`config.mk`:
```
export PLATFORM = sky130hd
export DESIGN_NAME = tas_alarm_top
export DESIGN_NICKNAME = d
export VERILOG_FILES = /design/src/hw/tas_pkg.sv /design/src/hw/tas_alarm_top.sv /design/src/hw/tas_hyst_cmp.sv
export SDC_FILE = /design/constraint.sdc
export NUM_CORES = 1
export LEC_CHECK = 0
export BUFFER_PORTS_ARGS = -buffer_cell sky130_fd_sc_hd__buf_2
export CORE_UTILIZATION = 25
export CTS_CLUSTER_DIAMETER = 100
export DETAILED_ROUTE_END_ITERATION = 12
export GPL_ROUTABILITY_DRIVEN = 0
export SKIP_LAST_GASP = 1
export SYNTH_ARGS = -nofsm -noshare
export SYNTH_HDL_FRONTEND = slang
export SYNTH_HIERARCHICAL = 1
export SYNTH_SLANG_ARGS = --single-unit
```
`constraint.sdc`:
```
create_clock -name clock -period 1.61 [get_ports clock]
set_clock_uncertainty 0.2 [all_clocks]
set_input_delay 0.161 -clock clock [delete_from_list [all_inputs] [get_ports clock]]
set_output_delay 0.161 -clock clock [all_outputs]
set_load 0.01 [all_outputs]
```
`src/hw/tas_pkg.sv`:
```
// Shared constants and carrier types for the thermal alarm status/mask block.
// Assumes one clock domain; readings and limits come from on-chip logic.
package tas_pkg;

    // Command codes of the registers this block answers
    localparam logic [7:0] CMD_STATUS3 = 8'h0a;
    localparam logic [7:0] CMD_MASK1 = 8'h0c;
    localparam logic [7:0] CMD_MASK2 = 8'h0d;
    localparam logic [7:0] CMD_MASK3 = 8'h0e;
    localparam logic [7:0] CMD_MODEL = 8'h38;

    // Mask and status registers hold three live bits in the low end; model bit 0 reads zero
    localparam int FIELD_W = 3;
    localparam logic [4:0] RSVD_ZERO = 5'h00;

    // Reset values of the mask, status and model flag registers
    localparam logic [2:0] MASK1_RST = 3'h1;
    localparam logic [2:0] MASK2_RST = 3'h0;
    localparam logic [2:0] MASK3_RST = 3'h7;
    localparam logic [2:0] STATUS_RST = 3'h0;
    localparam logic [1:0] MODEL_RST = 2'h0;

    // Bit position of each channel in status and mask fields
    localparam int CH_LOCAL = 0;
    localparam int CH_REMOTE_A = 1;
    localparam int CH_REMOTE_B = 2;
    localparam int NUM_CH = 3;

    // Alarm output indices
    localparam int AL_FIRST = 0;
    localparam int AL_SECOND = 1;
    localparam int AL_THIRD = 2;
    localparam int NUM_AL = 3;

    // Index into the two-bit mismatch inputs
    localparam int MM_A = 0;
    localparam int MM_B = 1;

    // One register access per cycle on the command port
    typedef struct packed {
        logic valid;
        logic write;
        logic [7:0] code;
        logic [7:0] wdata;
    } tas_cmd_t;

    typedef struct packed {
        logic [7:0] temp_local;
        logic [7:0] temp_remote_a;
        logic [7:0] temp_remote_b;
    } tas_reading_t;

    typedef struct packed {
        logic [7:0] limit_local;
        logic [7:0] limit_ra_first;
        logic [7:0] limit_rb_first;
        logic [7:0] limit_ra_second;
        logic [7:0] limit_rb_second;
        logic [7:0] hyst;
    } tas_thresh_t;

endpackage

```
`src/hw/tas_alarm_top.sv`:
```
// Status, mask and alarm output logic for three over-temperature alarms.
// Assumes the command port is fed by the device's serial interface logic.
// Notes on behaviour
// - Third-alarm status is read-only at 0x0A; bits 7..3 read zero.
// - Third alarm asserts while any unmasked third status bit is set.
// - Third alarm releases once all its unmasked status bits are clear.
// - Bit 2 sets at remote B second limit; clears below limit less hyst.
// - Bit 1 sets at remote A second limit; clears below limit less hyst.
// - Bit 0 sets at local limit, clears below limit minus hysteresis.
// - Model flag register at 0x38; bit 2 flags remote B mismatch.
// - Bit 1 flags remote A mismatch; bits 7..3 and 0 read zero.
// - First-alarm mask at 0x0C resets to 0x01; upper bits read zero.
// - A first-mask one blocks that channel from the first alarm.
// - Second-alarm mask at 0x0D resets to 0x00; one blocks the channel.
// - Third-alarm mask at 0x0E resets to 0x07; one blocks the channel.
// - First-alarm status uses first remote limits and the local limit.
`timescale 1ns/1ps
`default_nettype none

module tas_alarm_top (
    input wire logic clock,
    input wire logic reset_n,
    input wire tas_pkg::tas_cmd_t cmd,
    input wire tas_pkg::tas_reading_t reading,
    input wire tas_pkg::tas_thresh_t thresh,
    input wire logic [1:0] beta_comp_on,
    input wire logic [1:0] simple_model_seen,
    output logic [7:0] rd_data,
    output logic rd_valid,
    output logic alarm_out_first_n,
    output logic alarm_out_second_n,
    output logic alarm_out_third_n
);

    logic [2:0] mask1_r;
    logic [2:0] mask2_r;
    logic [2:0] mask3_r;
    logic [1:0] mismatch_r;
    logic [7:0] rd_data_r;
    logic rd_valid_r;
    logic alarm1_n_r;
    logic alarm2_n_r;
    logic alarm3_n_r;

    wire logic [7:0] chan_reading [tas_pkg::NUM_CH];
    wire logic [tas_pkg::NUM_AL*tas_pkg::NUM_CH-1:0] status_flat;
    wire logic [2:0] status1;
    wire logic [2:0] status2;
    wire logic [2:0] status3;

    assign chan_reading[tas_pkg::CH_LOCAL] = reading.temp_local;
    assign chan_reading[tas_pkg::CH_REMOTE_A] = reading.temp_remote_a;
    assign chan_reading[tas_pkg::CH_REMOTE_B] = reading.temp_remote_b;

    // One comparator per alarm and channel; second and third share limits
    for (genvar a = 0; a < tas_pkg::NUM_AL; a++)
    begin : g_alarm
        for (genvar c = 0; c < tas_pkg::NUM_CH; c++)
        begin : g_chan
            wire logic [7:0] lim;
            assign lim = (c == tas_pkg::CH_LOCAL) ? thresh.limit_local :
                (a == tas_pkg::AL_FIRST) ?
                    ((c == tas_pkg::CH_REMOTE_A) ? thresh.limit_ra_first
                                                 : thresh.limit_rb_first) :
                    ((c == tas_pkg::CH_REMOTE_A) ? thresh.limit_ra_second
                                                 : thresh.limit_rb_second);
            tas_hyst_cmp u_cmp (
                .clock(clock),
                .reset_n(reset_n),
                .reading(chan_reading[c]),
                .limit(lim),
                .hyst(thresh.hyst),
                .flag_r(status_flat[a*tas_pkg::NUM_CH+c])
            );
        end
    end

    assign status1 = status_flat[2:0];
    assign status2 = status_flat[5:3];
    assign status3 = status_flat[8:6];

    // Register port decode
    wire logic wr_go;
    wire logic rd_go;
    wire logic wr_mask1;
    wire logic wr_mask2;
    wire logic wr_mask3;
    wire logic [2:0] rd_field;
    wire logic [2:0] model_field;
    wire logic [7:0] rd_data_nxt;

    assign wr_go = cmd.valid & cmd.write;
    assign rd_go = cmd.valid & ~cmd.write;
    assign wr_mask1 = wr_go & (cmd.code == tas_pkg::CMD_MASK1);
    assign wr_mask2 = wr_go & (cmd.code == tas_pkg::CMD_MASK2);
    assign wr_mask3 = wr_go & (cmd.code == tas_pkg::CMD_MASK3);
    // Writes to read-only or unknown codes are dropped silently
    assign model_field = {mismatch_r[tas_pkg::MM_B],
                          mismatch_r[tas_pkg::MM_A], 1'b0};
    assign rd_field =
        (cmd.code == tas_pkg::CMD_STATUS3) ? status3 :
        (cmd.code == tas_pkg::CMD_MASK1) ? mask1_r :
        (cmd.code == tas_pkg::CMD_MASK2) ? mask2_r :
        (cmd.code == tas_pkg::CMD_MASK3) ? mask3_r :
        (cmd.code == tas_pkg::CMD_MODEL) ? model_field :
        3'h0;
    assign rd_data_nxt = {tas_pkg::RSVD_ZERO, rd_field};

    // Masking: a one in a mask bit blocks that channel
    wire logic alarm1_n_nxt;
    wire logic alarm2_n_nxt;
    wire logic alarm3_n_nxt;

    assign alarm1_n_nxt = ~|(status1 & ~mask1_r);
    assign alarm2_n_nxt = ~|(status2 & ~mask2_r);
    assign alarm3_n_nxt = ~|(status3 & ~mask3_r);

    always_ff @(posedge clock or negedge reset_n)
    begin
        if (!reset_n)
        begin
            mask1_r <= tas_pkg::MASK1_RST;
            mask2_r <= tas_pkg::MASK2_RST;
            mask3_r <= tas_pkg::MASK3_RST;
        end
        else
        begin
            if (wr_mask1)
            begin
                mask1_r <= cmd.wdata[tas_pkg::FIELD_W-1:0];
            end
            if (wr_mask2)
            begin
                mask2_r <= cmd.wdata[tas_pkg::FIELD_W-1:0];
            end
            if (wr_mask3)
            begin
                mask3_r <= cmd.wdata[tas_pkg::FIELD_W-1:0];
            end
        end
    end

    always_ff @(posedge clock or negedge reset_n)
    begin
        if (!reset_n)
        begin
            mismatch_r <= tas_pkg::MODEL_RST;
            rd_data_r <= 8'h00;
            rd_valid_r <= 1'b0;
        end
        else
        begin
            mismatch_r <= beta_comp_on & simple_model_seen;
            rd_data_r <= rd_go ? rd_data_nxt : rd_data_r;
            rd_valid_r <= rd_go;
        end
    end

    // Registered outputs give one cycle of lag, well inside the limit
    always_ff @(posedge clock or negedge reset_n)
    begin
        if (!reset_n)
        begin
            alarm1_n_r <= 1'b1;
            alarm2_n_r <= 1'b1;
            alarm3_n_r <= 1'b1;
        end
        else
        begin
            alarm1_n_r <= alarm1_n_nxt;
            alarm2_n_r <= alarm2_n_nxt;
            alarm3_n_r <= alarm3_n_nxt;
        end
    end

    assign rd_data = rd_data_r;
    assign rd_valid = rd_valid_r;
    assign alarm_out_first_n = alarm1_n_r;
    assign alarm_out_second_n = alarm2_n_r;
    assign alarm_out_third_n = alarm3_n_r;

    wire logic [8:0] loc_floor;
    wire logic loc_below;
    assign loc_floor = {1'b0, thresh.limit_local} - {1'b0, thresh.hyst};
    assign loc_below = ~loc_floor[8] & (reading.temp_local < loc_floor[7:0]);
endmodule

`default_nettype wire

```
`src/hw/tas_hyst_cmp.sv`:
```
// One over-temperature status bit with hysteresis on falling temperature.
// Assumes reading, limit and hysteresis are synchronous to clock.
`timescale 1ns/1ps
`default_nettype none

module tas_hyst_cmp (
    input wire logic clock,
    input wire logic reset_n,
    input wire logic [7:0] reading,
    input wire logic [7:0] limit,
    input wire logic [7:0] hyst,
    output logic flag_r
);

    logic flag_nxt;
    wire logic at_or_above;
    wire logic [8:0] floor_ext;
    wire logic below_floor;

    assign at_or_above = reading >= limit;
    // A hysteresis larger than the limit leaves no floor, so the bit holds
    assign floor_ext = {1'b0, limit} - {1'b0, hyst};
    assign below_floor = ~floor_ext[8] & (reading < floor_ext[7:0]);
    assign flag_nxt = at_or_above | (flag_r & ~below_floor);

    always_ff @(posedge clock or negedge reset_n)
    begin
        if (!reset_n)
        begin
            flag_r <= 1'b0;
        end
        else
        begin
            flag_r <= flag_nxt;
        end
    end

endmodule

`default_nettype wire

```
* Word-level counts from Yosys, hierarchy flattened
Cells that the tools add are included.
** Cells by class
- Order comparisons :: 10
- Reduce and logical (&&, ||, !) cells :: 6
- $add $sub $neg :: 5
- Bitwise operators :: 46
- Mux-type cells :: 5
- Equality and inequality tests :: 5
** Operators by type and width (number)
- $sub A8 B8 Y9 :: 5
- $ge A8 B8 Y1 :: 5
- $lt A8 B8 Y1 :: 5
- $eq A8 B4 Y1 const B :: 4
- $and A1 B1 Y1 :: 19
- $mux W3 :: 5
- $not A1 Y1 :: 11
- $and A3 B3 Y3 :: 3
- $not A3 Y3 :: 3
- $or A1 B1 Y1 :: 9
- $reduce_or A3 Y1 :: 3
- $eq A8 B6 Y1 const B :: 1
- $logic_not A1 Y1 :: 3
- $and A2 B2 Y2 :: 1
** Word-level totals
- Bits in registers :: 27
- Logic and storage cells :: 95

* Longest topological paths before layout
- Word-level depth :: 6
- Mapped depth :: 15
- Depth with buffers taken out :: 15

* Cells and area by module
Netlist, hierarchy kept.
** By module, submodules not included
- tas_hyst_cmp :: times used 9, cells an instance 94, area each 715.7 µm²
- tas_alarm_top :: times used 1, cells an instance 92, area each 1003.5 µm²

* Worst setup path before layout
Ideal clock, no wire load.
- Path type :: input to register
- From :: input port thresh[40] in the netlist's numbering
- To :: register g_alarm[2].g_chan[0].u_cmp.flag_r
- Required time :: 1.273 ns
- Stages on the path :: 15
- Library setup time :: 0.137 ns
- Path slack :: -1.111 ns
- Arrival :: 2.384 ns
- Cell sequence :: inv_1 -> ha_1 -> inv_1 -> fa_1 -> a211oi_1 -> nor2_1 -> o21ai_0 -> nand2b_1 -> xnor2_1 -> ha_1 -> a21o_1 -> a21oi_1 -> o211ai_1 -> a221oi_2 -> o211ai_1
** Between the ends
- Cells in the longest elaborated chain, start to end :: 6
- Elaborated cells on any way between the ends :: 8
- Classes of those cells :: 1 x add/sub; 2 x order compare; 5 x bitwise
** RTL lines
- start: declaration :: line tas_alarm_top.sv:25 : input wire tas_pkg::tas_thresh_t thresh,
- $sub A8 B8 Y9 :: line tas_hyst_cmp.sv:22 : assign floor_ext = {1'b0, limit} - {1'b0, hyst};
- $lt A8 B8 Y1 / $not A1 Y1 (equally long branches) :: line tas_hyst_cmp.sv:23 : assign below_floor = ~floor_ext[8] & (reading < floor_ext[7:0]);
- $and A1 B1 Y1 :: line tas_hyst_cmp.sv:23
- $not A1 Y1 :: line tas_hyst_cmp.sv:24 : assign flag_nxt = at_or_above | (flag_r & ~below_floor);
- $and A1 B1 Y1 :: line tas_hyst_cmp.sv:24
- $or A1 B1 Y1 * :: line tas_hyst_cmp.sv:24
- net g_alarm[2].g_chan[0].u_cmp.flag_nxt :: line tas_hyst_cmp.sv:15 : logic flag_nxt;
- end signal: assignment :: line tas_hyst_cmp.sv:34 : flag_r <= flag_nxt;
- end: declaration :: line tas_hyst_cmp.sv:12 : output logic flag_r
Mark *: on every way through the listed nets, which the timed path passes. The rest lies on a longest branch.
A chain may end at the register's enable or synchronous reset.

* Worst setup path in the final report
- From :: input port thresh[0] in the netlist's numbering
- To :: register g_alarm[2].g_chan[2].u_cmp.flag_r
** Between the ends
- Cells in the longest elaborated chain, start to end :: 6
- Elaborated cells on any way between the ends :: 7
- Classes of those cells :: 1 x add/sub; 1 x order compare; 5 x bitwise
** RTL lines (line)
- $sub A8 B8 Y9 * :: tas_hyst_cmp.sv:22
- $lt A8 B8 Y1 / $not A1 Y1 (equally long branches) :: tas_hyst_cmp.sv:23
- $and A1 B1 Y1 * :: tas_hyst_cmp.sv:23
- $not A1 Y1 * :: tas_hyst_cmp.sv:24
- $and A1 B1 Y1 * :: tas_hyst_cmp.sv:24
- $or A1 B1 Y1 * :: tas_hyst_cmp.sv:24
- net g_alarm[2].g_chan[2].u_cmp.flag_nxt :: tas_hyst_cmp.sv:15
- end signal: assignment :: tas_hyst_cmp.sv:34
- end: declaration :: tas_hyst_cmp.sv:12
Marks and branches as above.

==> run summary <==
status = finished, violations left
failing checks = negative setup slack
port bufs = 97
switch share = 0.418
hold depth = 3
First-pass DRT Iterations = 4
Hold Vio Cnt, Final = 0
n_diodes = 0
first-pass GRT wire length = 35100 um
DIE AREA = 30500 um2
cell mode on critical path = buf_4
crit-path cells = buf_12, buf_12, buf_4, ha_4, inv_2, fa_2, a211oi_2, nor2_1, buf_4, buf_4, buf_4, buf_4, buf_4, buf_4, buf_4, buf_4, buf_4, o211ai_1, a221oi_2, o211ai_1
clk buf depth = 2
clk sinks = 27
CTS root buf = clkbuf_16
number of synthesized register bits = 27
DRC Markers = 0
period utilization = 1.74
vias in the first global route = 7402
Int Pwr = 2.87 mW
Compound-Gate Fraction of Synth Area = 0.234
first-iteration detailed-routing DRC count = 208
max-cap violations = 0
largest family of logic cells by synthesized area = adder cells
Min-Delay Startpoint = cmd[17]
Top Ports = 108
vias per cell = 4.62
Synth Area in Simple Gates = 0.129
Sw Pwr = 2.06 mW
clock latency at the later pin of the worst-skew pair = 270 ps
post-synth top area share = 0.348
Syn. warnings = 6
Worst R2R Start = mask3_r[1]
RR Endpoint = rd_data[1]
Comb power frac = 0.697
initial antenna violation count = 1
VDD IR max = 0.000306 V
Final Setup Violations = 9
final cell count without fillers = 1628
mux cell area share after synthesis = 0.0151
Req. time, crit path = 1600 ps
Slew Limit Fails = 0
FMAX = 357 MHz
PwrDens = 477 nW/um2
setup TNS = -10170 ps
Adder-Cell Fraction of Synth Area = 0.372
htree depth = 1
fin nets = 1557
ranking of synthesized cells by area = ha_1 35%, inv_1 8.7%, dfrtp_1 6.7%
Via Count = 7523
RSZ-0062 raised after global routing = true
footprint of the multi-input gates = 6240 um2
Worst Hold Class = input port to register
CP Capture Type = register
Filler Cells Inserted = 3106
Post-Place Cells = 1590
Worst R2R Setup Slack = 60 ps
CTS tree = yes
Register Area = 684 um2
commonest non-fill, non-tap cell in the layout = ha_1
layout cells sized above 1 = 0.306
Worst-path clk slew = 80 ps
post-DP HPWL = 18200 um
Clk pwr share = 0.124
WP data arrival = 2790 ps
Mapped Cells = 938
# rows = 62
Synth Area in XOR/XNOR = 0.0635
post-layout min period = 2800 ps
most frequent cells in the layout = 201 x ha_1, 192 x buf_4, 165 x inv_1
Leak = 5.56 nW
cell taking the most area after synthesis = ha_1
sequential area share after synthesis = 0.0919
distinct cell type count after synthesis = 41
pre-CTS setup slack = -1450 ps
Die W = 175 um
Routed WL = 21500 um
final worst slack = -1190 ps
GRT Util Overall = 0.141
routed wire length per instance = 13.2 um
worst-path maximum fanout = 5
CP max stage delay = 350 ps
Overflow after GRT = 0
Post-Syn Area = 7440 um2
initial core utilization = 0.257
core box area = 29000 um2
Seq pwr share = 0.179
Hold Crit Endpoint = rd_data[0]
CP max-delay cell = fa_2
CTS Buf Count = 3
CP startpoint kind = input port
P&R area growth vs syn = 38.9%
worst reg2reg path depth = 4
Mean Syn Cell Area = 7.94 um2
pin count of the biggest net entering global routing = 28
CP Class = input port to register
antenna viol nets, final = 0
die height = 175 um
## timing repair
item | in CTS | in global routing
endpoints found under the hold margin | 31 | 0
gates resized for setup | 29 | 16
setup buffers | 16 | 9
pin swaps | 29 | 54
endpoints found under the setup margin | 9 | 10
hold buffers | 8 | 0
gates cloned | 1 | 0
## cells in the mapped netlist
cell,count
ha_1,207
inv_1,172
a21oi_1,95
o21ai_0,56
nand2b_1,55
nor2_1,40
nand2_1,37
o211ai_1,37
xnor2_1,36
a21o_1,28
nand4_1,21
dfrtp_1,20
a211oi_1,19
xor2_1,18
a31oi_1,10
nor3_1,10
a21o_2,9
a221oi_2,9
fa_1,9
dfstp_2,7
buf_4,6
mux2_2,6
and2_1,5
a222oi_1,3
mux2_4,3
nor2b_1,3
a22o_1,2
nand3_1,2
a31o_2,1
a32o_1,1
a32oi_1,1
and2_4,1
and2b_1,1
and3b_2,1
and4_4,1
and4bb_2,1
clkbuf_1,1
conb_1,1
nor4_2,1
nor4b_4,1
o31ai_1,1
## power groups by stage
stage / registers, mW / logic (mW) / clock network, mW
after global routing: 0.892 / 3.92 / 0.667
after CTS: 0.883 / 3.40 / 0.635
after global placement: 0.896 / 3.15 / 0
final: 0.883 / 3.43 / 0.613
after floorplan: 0.838 / 2.02 / 0
after detailed placement: 0.895 / 3.25 / 0
## worst max-delay path: cells and delay by family
kind                     cells  cell delay (ps)
buffers and inverters       13             1470
adder cells (fa/ha/maj)      2              470
AND/OR/NAND/NOR              1              100
AO/OA/AOI/OAI                4              600
## per-layer routing
metal / up-vias / global-route usage / share of wire
li1: 3925 / - / -
met5: - / 0 / 0.00079
met1: 3443 / 0.176 / 0.47
met3: 29 / 0.0147 / 0.029
met4: 2 / 0.0250 / 0.014
met2: 124 / 0.261 / 0.49
## worst max-delay path by stage
stage,endpoint,startpoint,cells after the start
after floorplan,g_alarm[2].g_chan[0].u_cmp/flag_r,thresh[40],15
after global placement,g_alarm[0].g_chan[0].u_cmp/flag_r,thresh[0],16
after detailed placement,g_alarm[2].g_chan[2].u_cmp/flag_r,thresh[0],16
after CTS,g_alarm[1].g_chan[1].u_cmp/flag_r,thresh[0],17
after global routing,g_alarm[0].g_chan[0].u_cmp/flag_r,thresh[0],16
final,g_alarm[2].g_chan[2].u_cmp/flag_r,thresh[0],20
## kinds of logic after synthesis
group,after synthesis
simple gates,180
compound gates,272
flops,27
xor+xnor,54
other cells,1
fa+ha+maj,216
mux,9
buf+inv,179
## state kept, by name, indices dropped and copies added (netlist names)
name                         flops
alarm_out_second_n               1
mismatch_r                       2
alarm_out_third_n                1
mask2_r                          3
rd_data                          3
rd_valid                         1
mask3_r                          3
g_alarm.g_chan.u_cmp/flag_r      9
alarm_out_first_n                1
mask1_r                          3
## area by class of cell
type | count | share of cell area
multi-input cells | 736 | 0.604
clock buffers | 3 | 0.00726
inverters | 172 | 0.0627
clock inverters | 1 | 0.000726
well taps | 384 | 0.0465
flip-flops and latches | 27 | 0.0662
repair buffers | 305 | 0.213
## metrics by stage
step                hold slack (ps)  instance area (um2)  utilization  power [mW]
floorplan                      -335                 7530            -        2.86
global placement               5.60                 9840        0.339        4.04
detailed placement             2.68                 9840        0.339        4.14
CTS                             129                10200        0.352        4.92
global route                    165                10300        0.356        5.47
finish                          137                10300        0.356        4.93
Note: power is estimated with default switching activity, not from simulation.
